## config.mk

```make
export PLATFORM = sky130hd
export DESIGN_NAME = tmw_timer8
export DESIGN_NICKNAME = d
export VERILOG_FILES = /design/src/pkg/tmw_pkg.sv /design/src/rtl/tmw_wave_chan.sv /design/src/rtl/tmw_timer8.sv
export SDC_FILE = /design/constraint.sdc
export NUM_CORES = 1
export LEC_CHECK = 0
export BUFFER_PORTS_ARGS = -buffer_cell sky130_fd_sc_hd__buf_2
export CORE_ASPECT_RATIO = 0.75
export CORE_MARGIN = 2
export CORE_UTILIZATION = 60
export CTS_CLUSTER_SIZE = 28
export DETAILED_ROUTE_END_ITERATION = 16
export PLACE_DENSITY = 0.77
export SETUP_SLACK_MARGIN = 0.05
export SLEW_MARGIN = 20
export SYNTH_ARGS = -nofsm -noshare
export SYNTH_HDL_FRONTEND = slang
export SYNTH_SLANG_ARGS = --single-unit
```

## constraint.sdc

```tcl
create_clock -name mclk -period 3.3 [get_ports mclk]
set_input_delay 0.165 -clock mclk [delete_from_list [all_inputs] [get_ports mclk]]
set_output_delay 0.165 -clock mclk [all_outputs]
set_load 0.1 [all_outputs]
```

## src/pkg/tmw_pkg.sv

```systemverilog
// Package for the 8-bit waveform timer: register map, fields, modes, prescale.
// Assumes a plain register port with 8-bit data and one 50 MHz clock.
package tmw_pkg;
  // ==========================================================
  // Register offsets
  localparam logic [7:0] REG_WAVE_CTRL_A = 8'h24;
  localparam logic [7:0] REG_WAVE_CTRL_B = 8'h25;
  localparam logic [7:0] REG_COUNTER = 8'h26;
  localparam logic [7:0] REG_COMPARE_A = 8'h27;
  localparam logic [7:0] REG_COMPARE_B = 8'h28;
  localparam logic [7:0] REG_FLAGS = 8'h35;
  localparam logic [7:0] REG_PIN_DIR = 8'h29;
  // ==========================================================
  // Field positions
  localparam int CA_MODE_HI = 7;
  localparam int CA_MODE_LO = 6;
  localparam int CB_MODE_HI = 5;
  localparam int CB_MODE_LO = 4;
  localparam int FORCE_A_BIT = 7;
  localparam int FORCE_B_BIT = 6;
  localparam int WM_BIT2 = 3;
  localparam int FLAG_OVF = 0;
  localparam int FLAG_MA = 1;
  localparam int FLAG_MB = 2;
  localparam logic [7:0] CTRL_A_MASK = 8'hf3;
  localparam logic [7:0] CTRL_B_MASK = 8'h0f;
  localparam logic [7:0] FLAGS_MASK = 8'h07;
  localparam logic [7:0] RESET_VAL = 8'h00;
  // ==========================================================
  // Counter limits
  localparam logic [7:0] CNT_MAX = 8'hff;
  localparam logic [7:0] CNT_BOTTOM = 8'h00;
  localparam logic [7:0] CNT_ONE = 8'h01;
  // ==========================================================
  // Waveform modes
  localparam logic [2:0] WM_NORMAL = 3'h0;
  localparam logic [2:0] WM_PC_FF = 3'h1;
  localparam logic [2:0] WM_CTC = 3'h2;
  localparam logic [2:0] WM_FAST_FF = 3'h3;
  localparam logic [2:0] WM_PC_CMP = 3'h5;
  localparam logic [2:0] WM_FAST_CMP = 3'h7;
  // ==========================================================
  // Clock select codes and prescale divisors
  localparam logic [2:0] CS_STOP = 3'h0;
  localparam logic [2:0] CS_DIV1 = 3'h1;
  localparam logic [2:0] CS_DIV8 = 3'h2;
  localparam logic [2:0] CS_DIV64 = 3'h3;
  localparam logic [2:0] CS_DIV256 = 3'h4;
  localparam logic [2:0] CS_DIV1024 = 3'h5;
  localparam logic [2:0] CS_EXT_FALL = 3'h6;
  localparam logic [2:0] CS_EXT_RISE = 3'h7;
  localparam int PRE_W = 10;
  localparam logic [PRE_W-1:0] PRE_MASK8 = 10'h007;
  localparam logic [PRE_W-1:0] PRE_MASK64 = 10'h03f;
  localparam logic [PRE_W-1:0] PRE_MASK256 = 10'h0ff;
  localparam logic [PRE_W-1:0] PRE_MASK1024 = 10'h3ff;
  // ==========================================================
  // Output action per channel event
  typedef enum logic [3:0] {
    TMW_ACT_NONE = 4'b0001,
    TMW_ACT_TOGGLE = 4'b0010,
    TMW_ACT_CLEAR = 4'b0100,
    TMW_ACT_SET = 4'b1000
  } tmw_act_t;
endpackage

```

## src/rtl/tmw_wave_chan.sv

```systemverilog
// One compare channel: compare register, buffered update, and waveform output.
// Assumes the timer core supplies tick, counter, direction and mode decodes.
`timescale 1ns/1ns
module tmw_wave_chan
  import tmw_pkg::*;
(
  // Clock and reset
  input wire logic mclk,
  input wire logic rst_n,
  // Compare register access
  input wire logic cmp_wr,
  input wire logic [7:0] cmp_wdata,
  output logic [7:0] cmp_val_ff,
  // Timer state
  input wire logic tick,
  input wire logic [7:0] count,
  input wire logic [7:0] top_val,
  input wire logic at_top_load,
  input wire logic buffered,
  input wire logic pwm_fast,
  input wire logic pwm_pc,
  input wire logic counting_down,
  input wire logic match_blocked,
  input wire logic wrap_event,
  input wire logic toggle_ok,
  input wire logic [1:0] out_mode,
  input wire logic force_strobe,
  // Results
  output logic match_hit,
  output logic wave_ff
);
  logic [7:0] cmp_buf_ff;
  logic [7:0] nxt_cmp_val;
  logic nxt_wave;
  logic is_pwm;
  logic cmp_eq;
  logic top_special;
  tmw_act_t act;

  // Buffered in PWM modes so a new duty cycle never glitches mid-period
  assign is_pwm = pwm_fast | pwm_pc;
  assign nxt_cmp_val = (!buffered) ? cmp_buf_ff : (at_top_load ? cmp_buf_ff : cmp_val_ff);
  assign cmp_eq = (count == cmp_val_ff);
  assign match_hit = tick & cmp_eq & ~match_blocked;
  assign top_special = is_pwm & out_mode[1] & (cmp_val_ff == top_val);

  always_comb begin
    act = TMW_ACT_NONE;
    if (!is_pwm) begin
      if ((match_hit | force_strobe) && out_mode != 2'b00) begin
        unique case (out_mode)
          2'b01: act = TMW_ACT_TOGGLE;
          2'b10: act = TMW_ACT_CLEAR;
          default: act = TMW_ACT_SET;
        endcase
      end
    end else if (out_mode == 2'b01) begin
      if (match_hit && toggle_ok) begin
        act = TMW_ACT_TOGGLE;
      end
    end else if (out_mode[1]) begin
      if (pwm_fast) begin
        if (match_hit && !top_special) begin
          act = out_mode[0] ? TMW_ACT_SET : TMW_ACT_CLEAR;
        end else if (wrap_event) begin
          act = out_mode[0] ? TMW_ACT_CLEAR : TMW_ACT_SET;
        end
      end else if (top_special) begin
        if (tick && count == top_val) begin
          act = out_mode[0] ? TMW_ACT_CLEAR : TMW_ACT_SET;
        end
      end else if (match_hit) begin
        act = (counting_down ^ out_mode[0]) ? TMW_ACT_SET : TMW_ACT_CLEAR;
      end
    end
    unique case (act)
      TMW_ACT_TOGGLE: nxt_wave = ~wave_ff;
      TMW_ACT_CLEAR: nxt_wave = 1'b0;
      TMW_ACT_SET: nxt_wave = 1'b1;
      default: nxt_wave = wave_ff;
    endcase
  end

  always_ff @(posedge mclk or negedge rst_n) begin
    if (!rst_n) begin
      cmp_buf_ff <= RESET_VAL;
      cmp_val_ff <= RESET_VAL;
      wave_ff <= 1'b0;
    end else begin
      if (cmp_wr) begin
        cmp_buf_ff <= cmp_wdata;
      end
      cmp_val_ff <= (cmp_wr && !buffered) ? cmp_wdata : nxt_cmp_val;
      wave_ff <= nxt_wave;
    end
  end
endmodule

```

## src/rtl/tmw_timer8.sv

```systemverilog
// 8-bit waveform timer: registers, prescaler, external count input, counter.
// Assumes a one-cycle register port and an external count pin from off-chip.
//
// The implementer's own choice: the plain strobed port.
`timescale 1ns/1ns
module tmw_timer8
  import tmw_pkg::*;
(
  // Clock and reset
  input wire logic mclk,
  input wire logic rst_n,
  // Register port
  input wire logic [7:0] reg_addr,
  input wire logic [7:0] reg_wdata,
  input wire logic reg_wr,
  input wire logic reg_rd,
  output logic [7:0] reg_rdata_ff,
  // Interrupt vector acknowledges
  input wire logic ack_overflow,
  input wire logic ack_match_a,
  input wire logic ack_match_b,
  // Pins
  input wire logic ext_count_pin,
  output logic wave_out_a_ff,
  output logic wave_out_a_oe_ff,
  output logic wave_out_b_ff,
  output logic wave_out_b_oe_ff,
  // Flags to the interrupt controller
  output logic overflow_flag_ff,
  output logic match_a_flag_ff,
  output logic match_b_flag_ff
);
  // ==========================================================
  // Registers
  logic [7:0] ctrl_a_ff;
  logic [3:0] ctrl_b_ff;
  logic [7:0] counter_value_ff;
  logic [1:0] pin_dir_ff;
  logic count_down_ff;
  logic blk_ff;
  logic [PRE_W-1:0] pre_ff;
  logic [2:0] ext_sync_ff;
  logic ext_level_ff;
  logic [7:0] cmp_a;
  logic [7:0] cmp_b;
  logic wave_a;
  logic wave_b;
  logic hit_a;
  logic hit_b;

  // ==========================================================
  // Decode
  logic [1:0] chan_a_output_mode;
  logic [1:0] chan_b_output_mode;
  logic [2:0] waveform_mode_sel;
  logic [2:0] count_clock_sel;
  logic waveform_mode_bit2;
  logic wr_ca;
  logic wr_cb;
  logic wr_cnt;
  logic wr_cmpa;
  logic wr_cmpb;
  logic wr_flg;
  logic wr_dir;
  logic pwm_fast;
  logic pwm_pc;
  logic non_pwm;
  logic top_cmp;
  logic [7:0] top_val;
  logic force_a;
  logic force_b;
  logic ext_rise;
  logic ext_fall;
  logic pre_tick;
  logic tick;
  logic at_top;
  logic at_bottom;
  logic wrap_event;
  logic ovf_event;
  logic ctc_clear;
  logic top_load;
  logic buffered;
  logic [7:0] nxt_count;
  logic nxt_down;
  logic [7:0] nxt_rdata;
  logic mode_ctc;
  logic mode_fast_cmp;
  logic pin_a_claim;
  logic pin_b_claim;

  // Up or down by one; shared by both slopes of the counter
  function automatic logic [7:0] count_step(input logic [7:0] v, input logic down);
    return down ? v - CNT_ONE : v + CNT_ONE;
  endfunction

  assign chan_a_output_mode = ctrl_a_ff[CA_MODE_HI:CA_MODE_LO];
  assign chan_b_output_mode = ctrl_a_ff[CB_MODE_HI:CB_MODE_LO];
  assign waveform_mode_bit2 = ctrl_b_ff[WM_BIT2];
  assign waveform_mode_sel = {waveform_mode_bit2, ctrl_a_ff[1:0]};
  assign count_clock_sel = ctrl_b_ff[2:0];

  assign wr_ca = reg_wr & (reg_addr == REG_WAVE_CTRL_A);
  assign wr_cb = reg_wr & (reg_addr == REG_WAVE_CTRL_B);
  assign wr_cnt = reg_wr & (reg_addr == REG_COUNTER);
  assign wr_cmpa = reg_wr & (reg_addr == REG_COMPARE_A);
  assign wr_cmpb = reg_wr & (reg_addr == REG_COMPARE_B);
  assign wr_flg = reg_wr & (reg_addr == REG_FLAGS);
  assign wr_dir = reg_wr & (reg_addr == REG_PIN_DIR);

  // Reserved codes 4 and 6 behave exactly as normal mode
  assign pwm_fast = (waveform_mode_sel == WM_FAST_FF) | (waveform_mode_sel == WM_FAST_CMP);
  assign pwm_pc = (waveform_mode_sel == WM_PC_FF) | (waveform_mode_sel == WM_PC_CMP);
  assign non_pwm = ~pwm_fast & ~pwm_pc;
  assign mode_ctc = (waveform_mode_sel == WM_CTC);
  assign mode_fast_cmp = (waveform_mode_sel == WM_FAST_CMP);
  assign top_cmp = (waveform_mode_sel == WM_CTC) | (waveform_mode_sel == WM_PC_CMP)
                 | (waveform_mode_sel == WM_FAST_CMP);
  assign top_val = top_cmp ? cmp_a : CNT_MAX;
  // Reserved codes load the compare at once, as the non-PWM modes do
  assign buffered = pwm_fast | pwm_pc;

  // Strobes only act in non-PWM modes and never touch flags or counter
  assign force_a = wr_cb & reg_wdata[FORCE_A_BIT] & non_pwm;
  assign force_b = wr_cb & reg_wdata[FORCE_B_BIT] & non_pwm;

  // ==========================================================
  // Clock selection
  // Edges use stages 2 and 3 only, so stage 1 metastability never leaks
  // A new level counts once stages 2 and 3 agree, so a runt pulse is dropped
  assign ext_rise = ext_sync_ff[2] & ext_sync_ff[1] & ~ext_level_ff;
  assign ext_fall = ~ext_sync_ff[2] & ~ext_sync_ff[1] & ext_level_ff;

  always_comb begin
    unique case (count_clock_sel)
      CS_STOP: pre_tick = 1'b0;
      CS_DIV1: pre_tick = 1'b1;
      CS_DIV8: pre_tick = ((pre_ff & PRE_MASK8) == PRE_MASK8);
      CS_DIV64: pre_tick = ((pre_ff & PRE_MASK64) == PRE_MASK64);
      CS_DIV256: pre_tick = ((pre_ff & PRE_MASK256) == PRE_MASK256);
      CS_DIV1024: pre_tick = (pre_ff == PRE_MASK1024);
      CS_EXT_FALL: pre_tick = ext_fall;
      default: pre_tick = ext_rise;
    endcase
  end
  assign tick = pre_tick;

  // ==========================================================
  // Counting sequence
  assign at_top = (counter_value_ff == top_val);
  assign at_bottom = (counter_value_ff == CNT_BOTTOM);
  assign wrap_event = tick & pwm_fast & at_top;
  // Fast PWM restarts from its top as clear-on-match does from compare A
  assign ctc_clear = tick & at_top & (mode_ctc | pwm_fast);
  assign top_load = tick & (pwm_pc ? at_top : at_top & pwm_fast);
  // Overflow point depends on mode; a stopped counter never ticks
  assign ovf_event = tick & (pwm_pc ? (at_bottom & count_down_ff)
                 : mode_fast_cmp ? at_top
                 : (counter_value_ff == CNT_MAX));

  always_comb begin
    nxt_count = counter_value_ff;
    nxt_down = count_down_ff;
    if (wr_cnt) begin
      nxt_count = reg_wdata;
    end else if (tick) begin
      if (pwm_pc) begin
        if (!count_down_ff && at_top) begin
          nxt_down = 1'b1;
          nxt_count = count_step(counter_value_ff, 1'b1);
        end else if (count_down_ff && at_bottom) begin
          nxt_down = 1'b0;
          nxt_count = count_step(counter_value_ff, 1'b0);
        end else begin
          nxt_count = count_step(counter_value_ff, count_down_ff);
        end
      end else begin
        nxt_down = 1'b0;
        nxt_count = ctc_clear ? CNT_BOTTOM : counter_value_ff + CNT_ONE;
      end
    end
  end

  // ==========================================================
  // Compare channels
  tmw_wave_chan u_chan_a (
    .mclk(mclk),
    .rst_n(rst_n),
    .cmp_wr(wr_cmpa),
    .cmp_wdata(reg_wdata),
    .cmp_val_ff(cmp_a),
    .tick(tick),
    .count(counter_value_ff),
    .top_val(top_val),
    .at_top_load(top_load),
    .buffered(buffered),
    .pwm_fast(pwm_fast),
    .pwm_pc(pwm_pc),
    .counting_down(count_down_ff),
    .match_blocked(blk_ff),
    .wrap_event(wrap_event),
    .toggle_ok(waveform_mode_bit2),
    .out_mode(chan_a_output_mode),
    .force_strobe(force_a),
    .match_hit(hit_a),
    .wave_ff(wave_a)
  );

  // Toggle is reserved on channel B in the PWM modes
  tmw_wave_chan u_chan_b (
    .mclk(mclk),
    .rst_n(rst_n),
    .cmp_wr(wr_cmpb),
    .cmp_wdata(reg_wdata),
    .cmp_val_ff(cmp_b),
    .tick(tick),
    .count(counter_value_ff),
    .top_val(top_val),
    .at_top_load(top_load),
    .buffered(buffered),
    .pwm_fast(pwm_fast),
    .pwm_pc(pwm_pc),
    .counting_down(count_down_ff),
    .match_blocked(blk_ff),
    .wrap_event(wrap_event),
    .toggle_ok(1'b0),
    .out_mode(chan_b_output_mode),
    .force_strobe(force_b),
    .match_hit(hit_b),
    .wave_ff(wave_b)
  );

  // ==========================================================
  // Read mux
  // Data drops back to zero after the read cycle
  always_comb begin
    nxt_rdata = RESET_VAL;
    if (reg_rd) begin
      unique case (reg_addr)
        REG_WAVE_CTRL_A: nxt_rdata = ctrl_a_ff & CTRL_A_MASK;
        REG_WAVE_CTRL_B: nxt_rdata = {4'h0, ctrl_b_ff};
        REG_COUNTER: nxt_rdata = counter_value_ff;
        REG_COMPARE_A: nxt_rdata = cmp_a;
        REG_COMPARE_B: nxt_rdata = cmp_b;
        REG_FLAGS: nxt_rdata = {5'h00, match_b_flag_ff, match_a_flag_ff, overflow_flag_ff};
        REG_PIN_DIR: nxt_rdata = {6'h00, pin_dir_ff};
        default: nxt_rdata = RESET_VAL;
      endcase
    end
  end

  // ==========================================================
  // State
  always_ff @(posedge mclk or negedge rst_n) begin
    if (!rst_n) begin
      ctrl_a_ff <= RESET_VAL;
      ctrl_b_ff <= 4'h0;
      pin_dir_ff <= 2'b00;
      counter_value_ff <= RESET_VAL;
      count_down_ff <= 1'b0;
      blk_ff <= 1'b0;
      pre_ff <= '0;
      ext_sync_ff <= 3'b000;
      ext_level_ff <= 1'b0;
      reg_rdata_ff <= RESET_VAL;
    end else begin
      if (wr_ca) begin
        ctrl_a_ff <= reg_wdata & CTRL_A_MASK;
      end
      if (wr_cb) begin
        ctrl_b_ff <= reg_wdata[3:0];
      end
      if (wr_dir) begin
        pin_dir_ff <= reg_wdata[1:0];
      end
      counter_value_ff <= nxt_count;
      count_down_ff <= nxt_down;
      // Block lasts until the next timer tick after a counter write
      blk_ff <= wr_cnt ? 1'b1 : (tick ? 1'b0 : blk_ff);
      // Prescaler keeps its phase across select changes
      pre_ff <= (count_clock_sel == CS_STOP) ? pre_ff : pre_ff + 10'h001;
      ext_sync_ff <= {ext_sync_ff[1:0], ext_count_pin};
      ext_level_ff <= (ext_sync_ff[1] == ext_sync_ff[2]) ? ext_sync_ff[2] : ext_level_ff;
      reg_rdata_ff <= nxt_rdata;
    end
  end

  // ==========================================================
  // Flags: set wins over clear
  always_ff @(posedge mclk or negedge rst_n) begin
    if (!rst_n) begin
      overflow_flag_ff <= 1'b0;
      match_a_flag_ff <= 1'b0;
      match_b_flag_ff <= 1'b0;
    end else begin
      overflow_flag_ff <= ovf_event | (overflow_flag_ff & ~ack_overflow
                        & ~(wr_flg & reg_wdata[FLAG_OVF]));
      match_a_flag_ff <= hit_a | (match_a_flag_ff & ~ack_match_a
                       & ~(wr_flg & reg_wdata[FLAG_MA]));
      match_b_flag_ff <= hit_b | (match_b_flag_ff & ~ack_match_b
                       & ~(wr_flg & reg_wdata[FLAG_MB]));
    end
  end

  // ==========================================================
  // Pin drive
  assign pin_a_claim = (chan_a_output_mode != 2'b00) & pin_dir_ff[0];
  assign pin_b_claim = (chan_b_output_mode != 2'b00) & pin_dir_ff[1];
  always_ff @(posedge mclk or negedge rst_n) begin
    if (!rst_n) begin
      wave_out_a_ff <= 1'b0;
      wave_out_a_oe_ff <= 1'b0;
      wave_out_b_ff <= 1'b0;
      wave_out_b_oe_ff <= 1'b0;
    end else begin
      wave_out_a_ff <= wave_a;
      wave_out_a_oe_ff <= pin_a_claim;
      wave_out_b_ff <= wave_b;
      wave_out_b_oe_ff <= pin_b_claim;
    end
  end
endmodule

```

# After elaboration in Yosys (flattened, before gate mapping)
# Index checks and enable logic that the tools add are counted.
# classes
addsub,3
eq_ne,42
muxes,56
n_bitwise,71
reduce_logical,22
# ops
op,count
2-to-1 mux 8 bit,15
2-to-1 mux 4 bit,26
== test 8 x 6 -> 1 bit (second input constant),7
one-hot mux 8 bit (7 select lines),1
bitwise AND 1 bit,43
== test 8 bit,5
== test 3 bit (second input constant),6
== test 8 bit (second input constant),2
one-hot mux 4 bit (2 select lines),2
NOT 1 bit,15
== test 3 x 2 -> 1 bit (second input constant),4
OR 1 bit,11
adder 10 x 1 -> 10 bit (second input constant),1
== test 10 bit (second input constant),1
logical AND 1 bit,10
adder 8 x 1 -> 8 bit (second input constant),1
== test 4 x 2 -> 1 bit (second input constant),2
== test 4 x 3 -> 1 bit (second input constant),2
== test 4 bit (second input constant),2
logical NOT 8 bit,1
2-to-1 mux 1 bit,8
subtractor 8 x 1 -> 8 bit (second input constant),1
one-hot mux 1 bit (7 select lines),1
== test 3 x 1 -> 1 bit (second input constant),2
14 further kinds,25
# word_totals
reg_bits,85
out_inout_bits,15
wordCells,217

# Depth between registers and ports, before layout
# Gate-level depths: netlist of the first run.
# logic_depth
word_depth,15
ltp_mapped,12

# Cells and area by module
# From an unflattened synthesis of the first run, not the netlist that was laid out.
# hier_totals
hier_cells,636
area_unflattened_um2,5844.4
# modules_own_cells
mod,instances,cells_each,area_each_um2,seq_area_each_um2
tmw_timer8,1,352,3201.8,1276.2
tmw_wave_chan,2,142,1321.3,425.4

# Worst setup path after synthesis of the first run
# No wires, ideal clock.
# synth_timing
kind,reg2reg
from,reg pre_ff[0]
to,reg u_chan_b.wave_ff
arrival_ns,2.531
path_slack_ns,0.681
path_stages_with_launch,13
path_buffers,1
period_less_slack_ns,2.619
cell_sequence,dfrtp_1 > ha_1 > ha_1 > a211oi_1 > nor3_1 > a211oi_2 > buf_2 > nor4_4 > and2_1 > o31a_1 > nand3_1 > o211ai_1 > a22oi_1
# synth_via
elab_chain_cells,12
word_cells_on_any_way,28
classes_between,eq/ne: 7; mux: 12; bitwise: 5; reduce/logical: 4
# synth_rtl
element,line_no,source
start: declaration,tmw_timer8.sv:41,logic [PRE_W-1:0] pre_ff;
start signal: assignment,tmw_timer8.sv:280,pre_ff <= (count_clock_sel == CS_STOP) ? pre_ff : pre_ff + 10'h001;
"== test 10 bit, or another cell as far along",tmw_timer8.sv:140,CS_DIV1024: pre_tick = (pre_ff == PRE_MASK1024);
one-hot mux 1 bit (7 select lines) (*),tmw_timer8.sv:134,unique case (count_clock_sel)
"bitwise AND 1 bit, on equally long branches (2 in series)","tmw_wave_chan.sv:44, tmw_timer8.sv:151",
"2-to-1 mux 4 bit, or another cell as far along",tmw_wave_chan.sv:72,end else if (match_hit) begin
"2-to-1 mux 4 bit, on equally long branches","tmw_wave_chan.sv:68, tmw_wave_chan.sv:63",
2-to-1 mux 4 bit,tmw_wave_chan.sv:62,if (pwm_fast) begin
2-to-1 mux 4 bit,tmw_wave_chan.sv:61,end else if (out_mode[1]) begin
2-to-1 mux 4 bit,tmw_wave_chan.sv:57,end else if (out_mode == 2'b01) begin
2-to-1 mux 4 bit (*),tmw_wave_chan.sv:49,if (!is_pwm) begin
"== test 4 bit, or another cell as far along",tmw_wave_chan.sv:76,unique case (act)
one-hot mux 1 bit (3 select lines) / nonzero test 3 bit (equally long branches),--,
end signal: assignment,tmw_wave_chan.sv:94,wave_ff <= nxt_wave;
end: declaration,tmw_wave_chan.sv:30,output logic wave_ff
# Mark *: on every way between the ends. The rest lies on a longest branch, timed or not.
# A chain may end at the register's enable or synchronous reset.

# Worst setup path after layout of the first run
# layout_timing
from,reg ctrl_a_ff[1]
to,reg counter_value_ff[3]
# layout_via
elab_chain_cells,11
word_cells_on_any_way,20
classes_between,eq/ne: 6; mux: 6; bitwise: 7; reduce/logical: 1
# layout_rtl
element,line_no,source
start: declaration,tmw_timer8.sv:35,logic [7:0] ctrl_a_ff;
start signal: assignment,tmw_timer8.sv:267,ctrl_a_ff <= reg_wdata & CTRL_A_MASK;
== test 3 x 2 -> 1 bit / == test 3 bit (equally long branches),"tmw_timer8.sv:114, tmw_timer8.sv:116, tmw_timer8.sv:112",
OR 1 bit,tmw_timer8.sv:116,assign top_cmp = (waveform_mode_sel == WM_CTC) | (waveform_mode_sel == WM_PC_CMP)
OR 1 bit,tmw_timer8.sv:117,| (waveform_mode_sel == WM_FAST_CMP);
2-to-1 mux 8 bit,tmw_timer8.sv:118,assign top_val = top_cmp ? cmp_a : CNT_MAX;
== test 8 bit,tmw_timer8.sv:149,assign at_top = (counter_value_ff == top_val);
bitwise AND 1 bit (2 in series),tmw_timer8.sv:153,assign ctc_clear = tick & at_top & (mode_ctc | pwm_fast);
2-to-1 mux 8 bit,tmw_timer8.sv:178,nxt_count = ctc_clear ? CNT_BOTTOM : counter_value_ff + CNT_ONE;
2-to-1 mux 8 bit (*),tmw_timer8.sv:166,if (pwm_pc) begin
2-to-1 mux 8 bit (*),tmw_timer8.sv:165,end else if (tick) begin
2-to-1 mux 8 bit (*),tmw_timer8.sv:163,if (wr_cnt) begin
end signal: assignment,tmw_timer8.sv:275,counter_value_ff <= nxt_count;
end: declaration,tmw_timer8.sv:37,logic [7:0] counter_value_ff;
# Mark *: on every way between the ends. The rest lies on a longest branch, timed or not. The select of a mux whose other input is x is not followed.

==> results of run 1 <==
-- layout by cell type, fill, tap and decap left out, drive strengths merged, types with 17 or more instances in the layout --
master	n
a21oi	38
buf	48
dfrtp	85
inv	18
mux2	29
mux2i	17
nand2	50
nand3	17
nor2	61
o21ai	22
xnor2	21
-- logic make-up after synthesis --
logic type	Yosys count	synth area share (%)
AOI/OAI and AO/OA	143	17.8
xor gates and xnor gates	30	5.31
adders and majority gates	12	2.76
buffers and inverters	58	4.78
DFF	85	39.1
muxes	47	9.54
and+or+nand+nor	205	20.7
-- area by class of cell --
class / count / area, µm² / share of cell area, %
multi-input cells: 437 / 3060 / 50.6
inverters: 18 / 67.6 / 1.12
diodes: 1 / 2.50 / 0.0414
flip-flops and latches: 85 / 2130 / 35.2
clock inverters: 6 / 135 / 2.23
well taps: 112 / 140 / 2.32
repair buffers: 50 / 288 / 4.76
clock buffers: 10 / 229 / 3.79
-- synth_stat cells, types with 6 or more instances --
| cell type | count | area (µm²) |
|---|---|---|
| nor2_1 | 60 | 225 |
| clkbuf_1 | 17 | 63.8 |
| xor2_1 | 9 | 78.8 |
| o21ai_0 | 17 | 85.1 |
| nand3b_1 | 6 | 45.0 |
| nand3_1 | 17 | 85.1 |
| o22ai_1 | 7 | 43.8 |
| a21oi_1 | 38 | 190 |
| nor2b_1 | 10 | 62.6 |
| nand2_1 | 48 | 180 |
| mux2_2 | 29 | 327 |
| ha_1 | 12 | 150 |
| mux2i_1 | 17 | 170 |
| nand4_1 | 9 | 56.3 |
| inv_1 | 18 | 67.6 |
| nand2b_1 | 6 | 37.5 |
| dfrtp_1 | 85 | 2130 |
| a22oi_1 | 12 | 90.1 |
| and2_1 | 6 | 37.5 |
| buf_2 | 15 | 75.1 |
| xnor2_1 | 19 | 166 |
| o31ai_1 | 9 | 67.6 |
| a31oi_1 | 10 | 62.6 |
-- sequential cells by signal, indices dropped and copies added (netlist names), 2 cells and up --
name                 count
u_chan_b.cmp_buf_ff      8
u_chan_a.cmp_buf_ff      8
pin_dir_ff               2
reg_rdata_ff             8
pre_ff                  10
ctrl_a_ff                6
u_chan_b.cmp_val_ff      8
u_chan_a.cmp_val_ff      8
counter_value_ff         8
ext_sync_ff              3
ctrl_b_ff                4
-- layer usage --
layer,track usage [%],up-vias
met5,0,-
met4,10.1,0
met3,10.8,63
met2,50.4,296
met1,45.5,2302
li1,-,2156
-- worst reg2reg max path, stage by stage, from the launching register on --
cell and delay, ns:
dfrtp_1 0.57, nor3b_2 0.41, nor2_1 0.17, o22ai_1 0.29, and4_1 0.39, nand2_2 0.20, o21ai_1 0.44, o2bb2ai_1 0.14
a32oi_1 0.22, o31ai_1 0.10
-- how the worst max path moves through the flow --
| stage | from | to | depth (start not counted) |
|---|---|---|---|
| 2_1_floorplan | pre_ff[0] | u_chan_b.wave_ff | 12 |
| 3_3_place_gp | pre_ff[0] | u_chan_a.wave_ff | 10 |
| 3_5_place_dp | pre_ff[0] | u_chan_a.wave_ff | 10 |
| 4_1_cts | pre_ff[0] | u_chan_a.wave_ff | 12 |
| 5_1_grt | ctrl_a_ff[1] | counter_value_ff[3] | 9 |
| 6_report | ctrl_a_ff[1] | counter_value_ff[3] | 9 |
-- power breakdown --
group / switching (mW) / total (mW) / internal [mW]
Clock: 0.422 / 1.24 / 0.816
Combinational: 0.331 / 0.599 / 0.268
Sequential: 0.202 / 1.33 / 1.13
Total: 0.956 / 3.17 / 2.22
-- through the flow --
stage	cells	utilization (%)
global route	718	67.7
CTS	718	67.7
floorplan	580	-
finish	719	67.7
global placement	700	63.4
detailed placement	700	63.4
==> metrics.yaml, run 1 <==
run_status:
  status: "completed"
logic_synthesis:
  yosys_warnings: 0
  synthFlopType: "dfrtp_1"
  synth_cells: 580
  async_flop_share_pct: 100
  synth_area_per_cell_um2: 9.39
  synth_edf_count: 0
  ys_seq_area_share_pct: 39.1
  synth-seq-cells: 85
  synth.net_count: 616
  synth_area_um2: 5450
  synth.distinct_cells: 79
placed_design:
  port_buffers: 38
  hpwl_um: 11000
  dpl-instance-area_um2: 5660
  post-place-ws_ns: 0.471
  place_congestion: 1.07
route:
  drt_pass1_iterations: 7
  viasPerCell: 6.70
  routed_wl_um: 15700
  drc: 0
  wl_met3_um: 1890
  wl_met2_um: 7020
  wl_per_cell_um: 21.8
  drtAntennaViolNets: 0
  first_iter_violations: 649
  top_layer_used: "met4"
  m1WireLength_um: 6310
  via_count: 4817
cts:
  cts_setup_buffers: 0
  insertion_delay_ns: 0.35
  cts_buffers: 9
  cts_resized: 0
  ctsHoldBuffers: 2
  htree_num_levels: 3
  clockBufferDepth: 2
  path_clk_slew_ns: 0.07
  cts_tree: "built"
  root_buffer: "clkbuf_16"
  clock-sinks: 85
critical_path:
  r2r_setup_slack_ns: 0.25
  cp_max_fo: 12
  max_stage_delay_ns: 0.57
  path_class: "flip-flop to flip-flop"
  crit_family: "compound AO/OA/AOI/OAI gates"
  reg2reg_depth: 9
  arrival_ns: 3.28
  cp.required_ns: 3.53
  cp_slowest_cell: "dfrtp_1"
  path_cells: "nor3b_2 -> nor2_1 -> o22ai_1 -> and4_1 -> nand2_2 -> o21ai_1 -> o2bb2ai_1 -> a32oi_1 -> o31ai_1"
  critPathLaunchType: "flip-flop"
  crit_path_end_kind: "flip-flop"
  reg2reg_from: "ctrl_a_ff[1]"
  timing.rr.end: "counter_value_ff[3]"
  crit_buf_inv: 0
sta:
  post-route-min-period_ns: 3.05
  worst_slew_pin_slew_ns: 0.842
  hold_violations: 0
  setup_viol: 0
  slew_headroom_pct: 43.4
  holdWs_ns: 0.0985
  finalWorstSetupSlack_ns: 0.251
  fmax_mhz: 328
  drv_slew: 0
  fin_skew_ns: 0.00875
  finalSetupTns_ns: 0
  rsz0062_at_grt: "false"
  period_share_pct: 92.4
floorplanning:
  boundaryPins: 39
  die_y_um: 86.5
  initial_core_util_pct: 61.0
  dieArea_um2: 9860
  num_rows: 30
  die_w_um: 114
  core_area_um2: 8930
worst_hold_path:
  hold_depth: 3
  min_delay_worst_endpoint: "overflow_flag_ff"
  hold_class: "primary input to flip-flop"
  min-delay-start: "ack_overflow"
final_layout:
  areaGrowthSynthToFinish_pct: 11.1
  stdcell_area_um2: 6050
  layout.nets: 637
  n_fill_cell: 696
  drive_gt1_share_pct: 18.6
global_routing:
  grt_pass1_vias: 4569
  grt_start_max_net_pins: 64
  grt_overflow: 0
  grt_use_total_pct: 33.1
  antenna_found_initial: 0
  grt_pass1_wl_um: 24600
pwr:
  power_mw: 3.17
  ir_worst_vdd_mv: 0.340
  p_per_area_nw_per_um2: 524
  power.leakage_nw: 2.75
flow_run:
  max_cap_viol_count: 0
Power figures use the tool's default switching activity.
==> run 2, diff against run 1 <==
--- a/config.mk
+++ b/config.mk
@@ -5,8 +5,8 @@
 export SDC_FILE = /design/constraint.sdc
 export NUM_CORES = 1
 export LEC_CHECK = 0
+export ABC_AREA = 1
 export BUFFER_PORTS_ARGS = -buffer_cell sky130_fd_sc_hd__buf_2
-export CORE_ASPECT_RATIO = 0.75
 export CORE_MARGIN = 2
 export CORE_UTILIZATION = 60
 export CTS_CLUSTER_SIZE = 28
==> metrics.yaml, run 2 <==
floorplanning:
  die_y_um: 99.9  # +16%
  dieArea_um2: 9980  # +1.2%
  initial_core_util_pct: 62.7  # +1.7 points
  boundaryPins: 39  # unchanged
  num_rows: 34  # +13%
  core_area_um2: 8810  # -1.4%
  die_w_um: 99.9  # -12%
worst_hold_path:
  min_delay_worst_endpoint: "overflow_flag_ff"
  hold_depth: 3  # unchanged
  min-delay-start: "ack_overflow"
  hold_class: "primary input to flip-flop"
global_routing:
  grt_pass1_vias: 5184  # +13%
  antenna_found_initial: 0  # unchanged
  grt_start_max_net_pins: 86  # +34%
  grt_overflow: 0  # unchanged
  grt_pass1_wl_um: 26400  # +7.1%
  grt_use_total_pct: 33.9  # +0.81 points
critical_path:
  cp.required_ns: 3.53  # about the same
  arrival_ns: 3.17  # -0.11 ns
  reg2reg_depth: 12  # +3
  crit_buf_inv: 2  # +2
  critPathLaunchType: "flip-flop"
  path_cells: "inv_1 -> ha_1 -> inv_1 -> nor4_1 -> nand2_1 -> nor3_1 -> nor2_1 -> nor2_4 -> nor2_1 -> or2_2 -> nand4_1 -> o221ai_1"
  r2r_setup_slack_ns: 0.36  # +0.11 ns
  max_stage_delay_ns: 0.52  # -0.05 ns
  startpoint: "counter_value_ff[1]"
  reg2reg_from: "counter_value_ff[1]"
  cp_max_fo: 12  # unchanged
  crit_family: "simple AND/OR/NAND/NOR gates"
  cp_slowest_cell: "dfrtp_1"
  path_class: "flip-flop to flip-flop"
  timing.rr.end: "counter_value_ff[1]"
  crit_path_end_kind: "flip-flop"
placed_design:
  dpl-instance-area_um2: 5760  # +1.8%
  port_buffers: 38  # unchanged
  hpwl_um: 12100  # +9.8%
  placedCellCount: 890  # +27%
  place_congestion: 1.03  # -3.8%
route:
  wl_met3_um: 1460  # -22%
  wl_met2_um: 7260  # +3.4%
  drt_pass1_iterations: 6  # -1
  routed_wl_um: 16100  # +2.9%
  first_iter_violations: 448  # -31%
  m1WireLength_um: 6730  # +6.7%
  top_layer_used: "met4"
  viasPerCell: 6.05  # -9.7%
  drc: 0  # unchanged
  drtAntennaViolNets: 0  # unchanged
  via_count: 5499  # +14%
  wl_per_cell_um: 17.7  # -19%
cts:
  root_buffer: "clkbuf_8"
  cts_buffers: 9  # unchanged
  cts_tree: "built"
  insertion_delay_ns: 0.37  # +0.02 ns
  cts_setup_buffers: 0  # unchanged
  path_clk_slew_ns: 0.09  # +0.02 ns
  htree_num_levels: 3  # unchanged
  clockBufferDepth: 2  # unchanged
  clock-sinks: 85  # unchanged
sta:
  setup_viol: 0  # unchanged
  post-route-min-period_ns: 2.94  # -0.113 ns
  rsz0062_at_grt: "false"
  period_share_pct: 89.0  # -3.4 points
  slew_headroom_pct: 49.6  # +6.2 points
  hold_violations: 0  # unchanged
  drv_slew: 0  # unchanged
  fin_skew_ns: 0.0156  # +0.00683 ns
  fmax_mhz: 341  # +3.9%
  finalSetupTns_ns: 0  # unchanged
  worst_slew_pin_slew_ns: 0.755  # -0.0861 ns
final_layout:
  largest_register_ffs: 10  # unchanged
  areaGrowthSynthToFinish_pct: 9.07
  fin_cells: 909  # +26%
  antenna_cells: 0  # -1
  mostFrequentLayoutCells: "nand2_1, inv_1, dfrtp_1"
  regMostFlops: "pre_ff"
  layout.nets: 832  # +31%
  final_common_cell: "nand2_1"
  stdcell_area_um2: 6020  # -0.46%
  drive_gt1_share_pct: 11.5  # -7.2 points
  fin_util_pct: 68.4  # +0.67 points
  n_fill_cell: 774  # +11%
logic_synthesis:
  yosys_warnings: 0  # unchanged
  synth_top_area_share_pct: 38.5  # -0.52 points
  ys_top_cells_by_count: "nand2_1, inv_1, dfrtp_1"
  synthFlopType: "dfrtp_1"
  synth-seq-cells: 85  # unchanged
  synth.net_count: 796  # +29%
  synth_edf_count: 0  # unchanged
  synth_area_um2: 5520  # +1.4%
  synth_top_area_cell: "dfrtp_1"
  synth_area_per_cell_um2: 7.26  # -23%
  synth.distinct_cells: 49  # -38%
  synth.area.top_cells: "dfrtp_1, nand2_1, o21ai_0"
  async_flop_share_pct: 100  # unchanged
  ys_seq_area_share_pct: 38.5  # -0.52 points
  yosysMostFrequentCell: "nand2_1"
  synth_cells: 760  # +31%
pwr:
  power.leakage_nw: 2.81  # +2.2%
  p_per_area_nw_per_um2: 504  # -3.8%
  ir_worst_vdd_mv: 0.410  # +20%
run_status:
  status: "completed"
flow_run:
  max_cap_viol_count: 0  # unchanged
## run 2: cell count changes after synthesis, moves of 9 or more
cell,change
a22oi_1,-12
a21oi_1,-25
mux2_2,-29
nand3_1,+37
nor2b_1,-9
mux2i_1,-17
inv_1,+69
xnor2_1,-12
buf_2,-10
a31oi_1,-9
o21ai_0,+64
nand2_1,+164
xor2_1,+9
## run 2: per-stage QoR
step	power, mW	setup WS (ns)	hold WS, ns
finish	3.04	0.364	0.0459
global route	3.19	0.153	0.0733
CTS	3.01	0.369	0.0141
detailed placement	2.21	0.387	0.275
global placement	2.19	0.538	0.274
floorplan	1.97	1.09	-0.131
## run 2: area by class of cell
cell class	count	area [µm²]	area share, %
clock buffers	10	138	2.29
well taps	108	135	2.24
flip-flops and latches	85	2130	35.3
inverters	95	362	6.01
multi-input cells	559	2920	48.4
repair buffers	46	264	4.39
clock inverters	6	78.8	1.31
## run 2: worst min-delay path: cells and delay by family
family / cells / cell delay (ns)
buffers and inverters: 1 / 0.07
AND/OR/NAND/NOR: 2 / 0.14
## run 2: cells by family (layout without fill, tap and decap cells)
logic type,Yosys count,count (layout),synth area share [%]
buffers and inverters,116,157,8.73
flip-flops,85,85,38.5
AO/OA/AOI/OAI,139,139,14.6
adder cells (fa/ha/maj),12,12,2.72
AND/OR/NAND/NOR,383,383,31.5
XOR/XNOR,25,25,3.97
## run 2: per-layer routing
metal / track usage, % / up-vias
met5: 0 / -
met4: 15.4 / 0
met3: 7.59 / 49
met2: 54.5 / 285
met1: 44.1 / 2588
li1: - / 2577
## run 2: what timing repair did
item	4_1_cts	5_1_grt
resized for setup	0	1
hold buffers	2	1
endpoints found under the hold margin	2	85
setup endpoints to repair	0	2
## run 2: power breakdown
part	internal [mW]	switching (mW)	total, mW
combinational	0.307	0.580	0.887
clock	0.387	0.422	0.809
sequential	1.14	0.196	1.34
## run 2: worst max path at each step
stage                     depth (start not counted)  slack (ns)                  end
final                                            12        0.36  counter_value_ff[1]
after global routing                             12        0.15  counter_value_ff[1]
after CTS                                        12        0.37  counter_value_ff[1]
after detailed placement                         12        0.39  counter_value_ff[1]
after global placement                           12        0.54  counter_value_ff[1]
after floorplan                                  13        1.09  counter_value_ff[1]
==> run 3, diff against run 2 <==
--- a/config.mk
+++ b/config.mk
@@ -11,6 +11,7 @@
 export CORE_UTILIZATION = 60
 export CTS_CLUSTER_SIZE = 28
 export DETAILED_ROUTE_END_ITERATION = 16
+export GPL_TIMING_DRIVEN = 0
 export PLACE_DENSITY = 0.77
 export SETUP_SLACK_MARGIN = 0.05
 export SLEW_MARGIN = 20
==> metrics.yaml, run 3 (synthesis results as in run 2) <==
floorplanning:
  boundaryPins: 39  # unchanged
  dieArea_um2: 9980  # unchanged
  num_rows: 34  # unchanged
  core_area_um2: 8810  # unchanged
  initial_core_util_pct: 62.7  # unchanged
  die_w_um: 99.9  # unchanged
  die_y_um: 99.9  # unchanged
sta:
  fmax_mhz: 347  # +1.9%
  drv_slew: 0  # unchanged
  period_share_pct: 87.3  # -1.6 points
  rsz0062_at_grt: "false"
  worst_slew_pin_slew_ns: 0.743  # -0.0128 ns
  slew_headroom_pct: 50.1  # +0.47 points
  setup_viol: 0  # unchanged
  hold_violations: 0  # unchanged
  fin_skew_ns: 0.0125  # -0.00307 ns
  post-route-min-period_ns: 2.88  # -0.0539 ns
  finalSetupTns_ns: 0  # unchanged
cts:
  ctsHoldBuffers: 3  # +1
  cts_resized: 0  # unchanged
  root_buffer: "clkbuf_8"
  cts_buffers: 9  # unchanged
  cts_tree: "built"
  insertion_delay_ns: 0.38  # about the same
  cts_setup_buffers: 0  # unchanged
  htree_num_levels: 3  # unchanged
  path_clk_slew_ns: 0.09  # about the same
  clockBufferDepth: 2  # unchanged
  clock-sinks: 85  # unchanged
critical_path:
  timing.rr.end: "counter_value_ff[1]"
  r2r_setup_slack_ns: 0.42  # +0.05 ns
  cp_max_fo: 9  # -3
  arrival_ns: 3.11  # -0.06 ns
  reg2reg_from: "counter_value_ff[1]"
  cp_slowest_cell: "dfrtp_1"
  cp.required_ns: 3.53  # about the same
  startpoint: "counter_value_ff[1]"
  crit_end: "counter_value_ff[1]"
  path_cells: "buf_2 -> inv_1 -> ha_1 -> inv_1 -> nor4_1 -> nand2_1 -> nor3_1 -> nor2_1 -> nor2_2 -> nor2_1 -> or2_2 -> nand4_1 -> o221ai_1"
  reg2reg_depth: 13  # +1
  critPathLaunchType: "flip-flop"
  path_class: "flip-flop to flip-flop"
  crit_path_end_kind: "flip-flop"
  max_stage_delay_ns: 0.39  # -0.13 ns
worst_hold_path:
  hold_class: "primary input to flip-flop"
  hold_depth: 3  # unchanged
global_routing:
  antenna_found_initial: 0  # unchanged
  grt_overflow: 0  # unchanged
  grt_pass1_wl_um: 27300  # +3.3%
  grt_use_total_pct: 35.7  # +1.8 points
  grt_pass1_vias: 5388  # +3.9%
  grt_start_max_net_pins: 45  # -48%
final_layout:
  drive_gt1_share_pct: 12.0  # +0.51 points
  final_common_cell: "nand2_1"
  regMostFlops: "pre_ff"
  fin_cells: 925  # +1.8%
  largest_register_ffs: 10  # unchanged
  antenna_cells: 0  # unchanged
  mostFrequentLayoutCells: "nand2_1, inv_1, dfrtp_1"
  fin_util_pct: 69.3  # +0.94 points
  layout.nets: 849  # +2.0%
  areaGrowthSynthToFinish_pct: 10.6
placed_design:
  place_congestion: 0.963  # -6.7%
  port_buffers: 38  # unchanged
  placedCellCount: 907  # +1.9%
  hpwl_um: 12600  # +4.5%
route:
  drtAntennaViolNets: 0  # unchanged
  routed_wl_um: 16700  # +3.5%
  drt_pass1_iterations: 5  # -1
  via_count: 5541  # +0.76%
  viasPerCell: 5.99  # -0.98%
  drc: 0  # unchanged
  wl_per_cell_um: 18.1  # +1.8%
  first_iter_violations: 526  # +17%
run_status:
  status: "completed"
pwr:
  ir_worst_vdd_mv: 0.371  # -9.5%
  p_per_area_nw_per_um2: 505  # about the same
  power.leakage_nw: 2.85  # +1.5%
flow_run:
  max_cap_viol_count: 0  # unchanged
-- run 3: layout make-up --
class / instances / area (µm²)
multi-input cells: 559 / 2910
fillers: 745 / 2700
flip-flops and latches: 85 / 2130
inverters: 95 / 362
repair buffers: 42 / 243
clock buffers: 10 / 138
well taps: 108 / 135
plain buffers: 21 / 120
clock inverters: 5 / 67.6
-- run 3: routing by layer --
layer	part of all wire (%)	GRT usage [%]	wire length (µm)	vias up
li1	-	-	-	2609
met1	42	49.0	7070	2579
met2	46	56.6	7640	296
met3	8.3	4.94	1380	57
met4	3.7	16.1	618	0
met5	0	0	0	-
-- run 3: where the power goes --
part | total [mW] | internal (mW) | switching, mW | leakage, nW
clock | 0.811 | 0.379 | 0.431 | 0.105
sequential | 1.24 | 1.14 | 0.0949 | 1.15
combinational | 1.03 | 0.337 | 0.694 | 1.60
-- run 3: per-stage QoR --
stage	hold slack [ns]	setup slack (ns)	cell area, µm²	power (mW)
2_1_floorplan	-0.131	1.09	5520	1.97
3_3_place_gp	0.272	0.561	5840	2.23
3_5_place_dp	0.182	0.482	5870	2.26
4_1_cts	0.0378	0.447	6100	3.05
5_1_grt	0.0461	0.148	6100	3.25
6_report	0.0355	0.418	6100	3.08
-- run 3: worst min path at each step --
stage,end,from
after floorplan,blk_ff,rst_n
after global placement,ext_sync_ff[0],ext_count_pin
after detailed placement,pre_ff[4],rst_n
after CTS,match_b_flag_ff,ack_match_b
after global routing,match_b_flag_ff,ack_match_b
final,match_b_flag_ff,ack_match_b
-- run 3: worst max-delay path, delay by kind of cell (launching register included) --
family | cells | cell delay, ns
and+or+nand+nor | 8 | 1.52
buffers and inverters | 3 | 0.45
DFF | 1 | 0.39
adders and majority gates | 1 | 0.25
AOI/OAI and AO/OA | 1 | 0.13
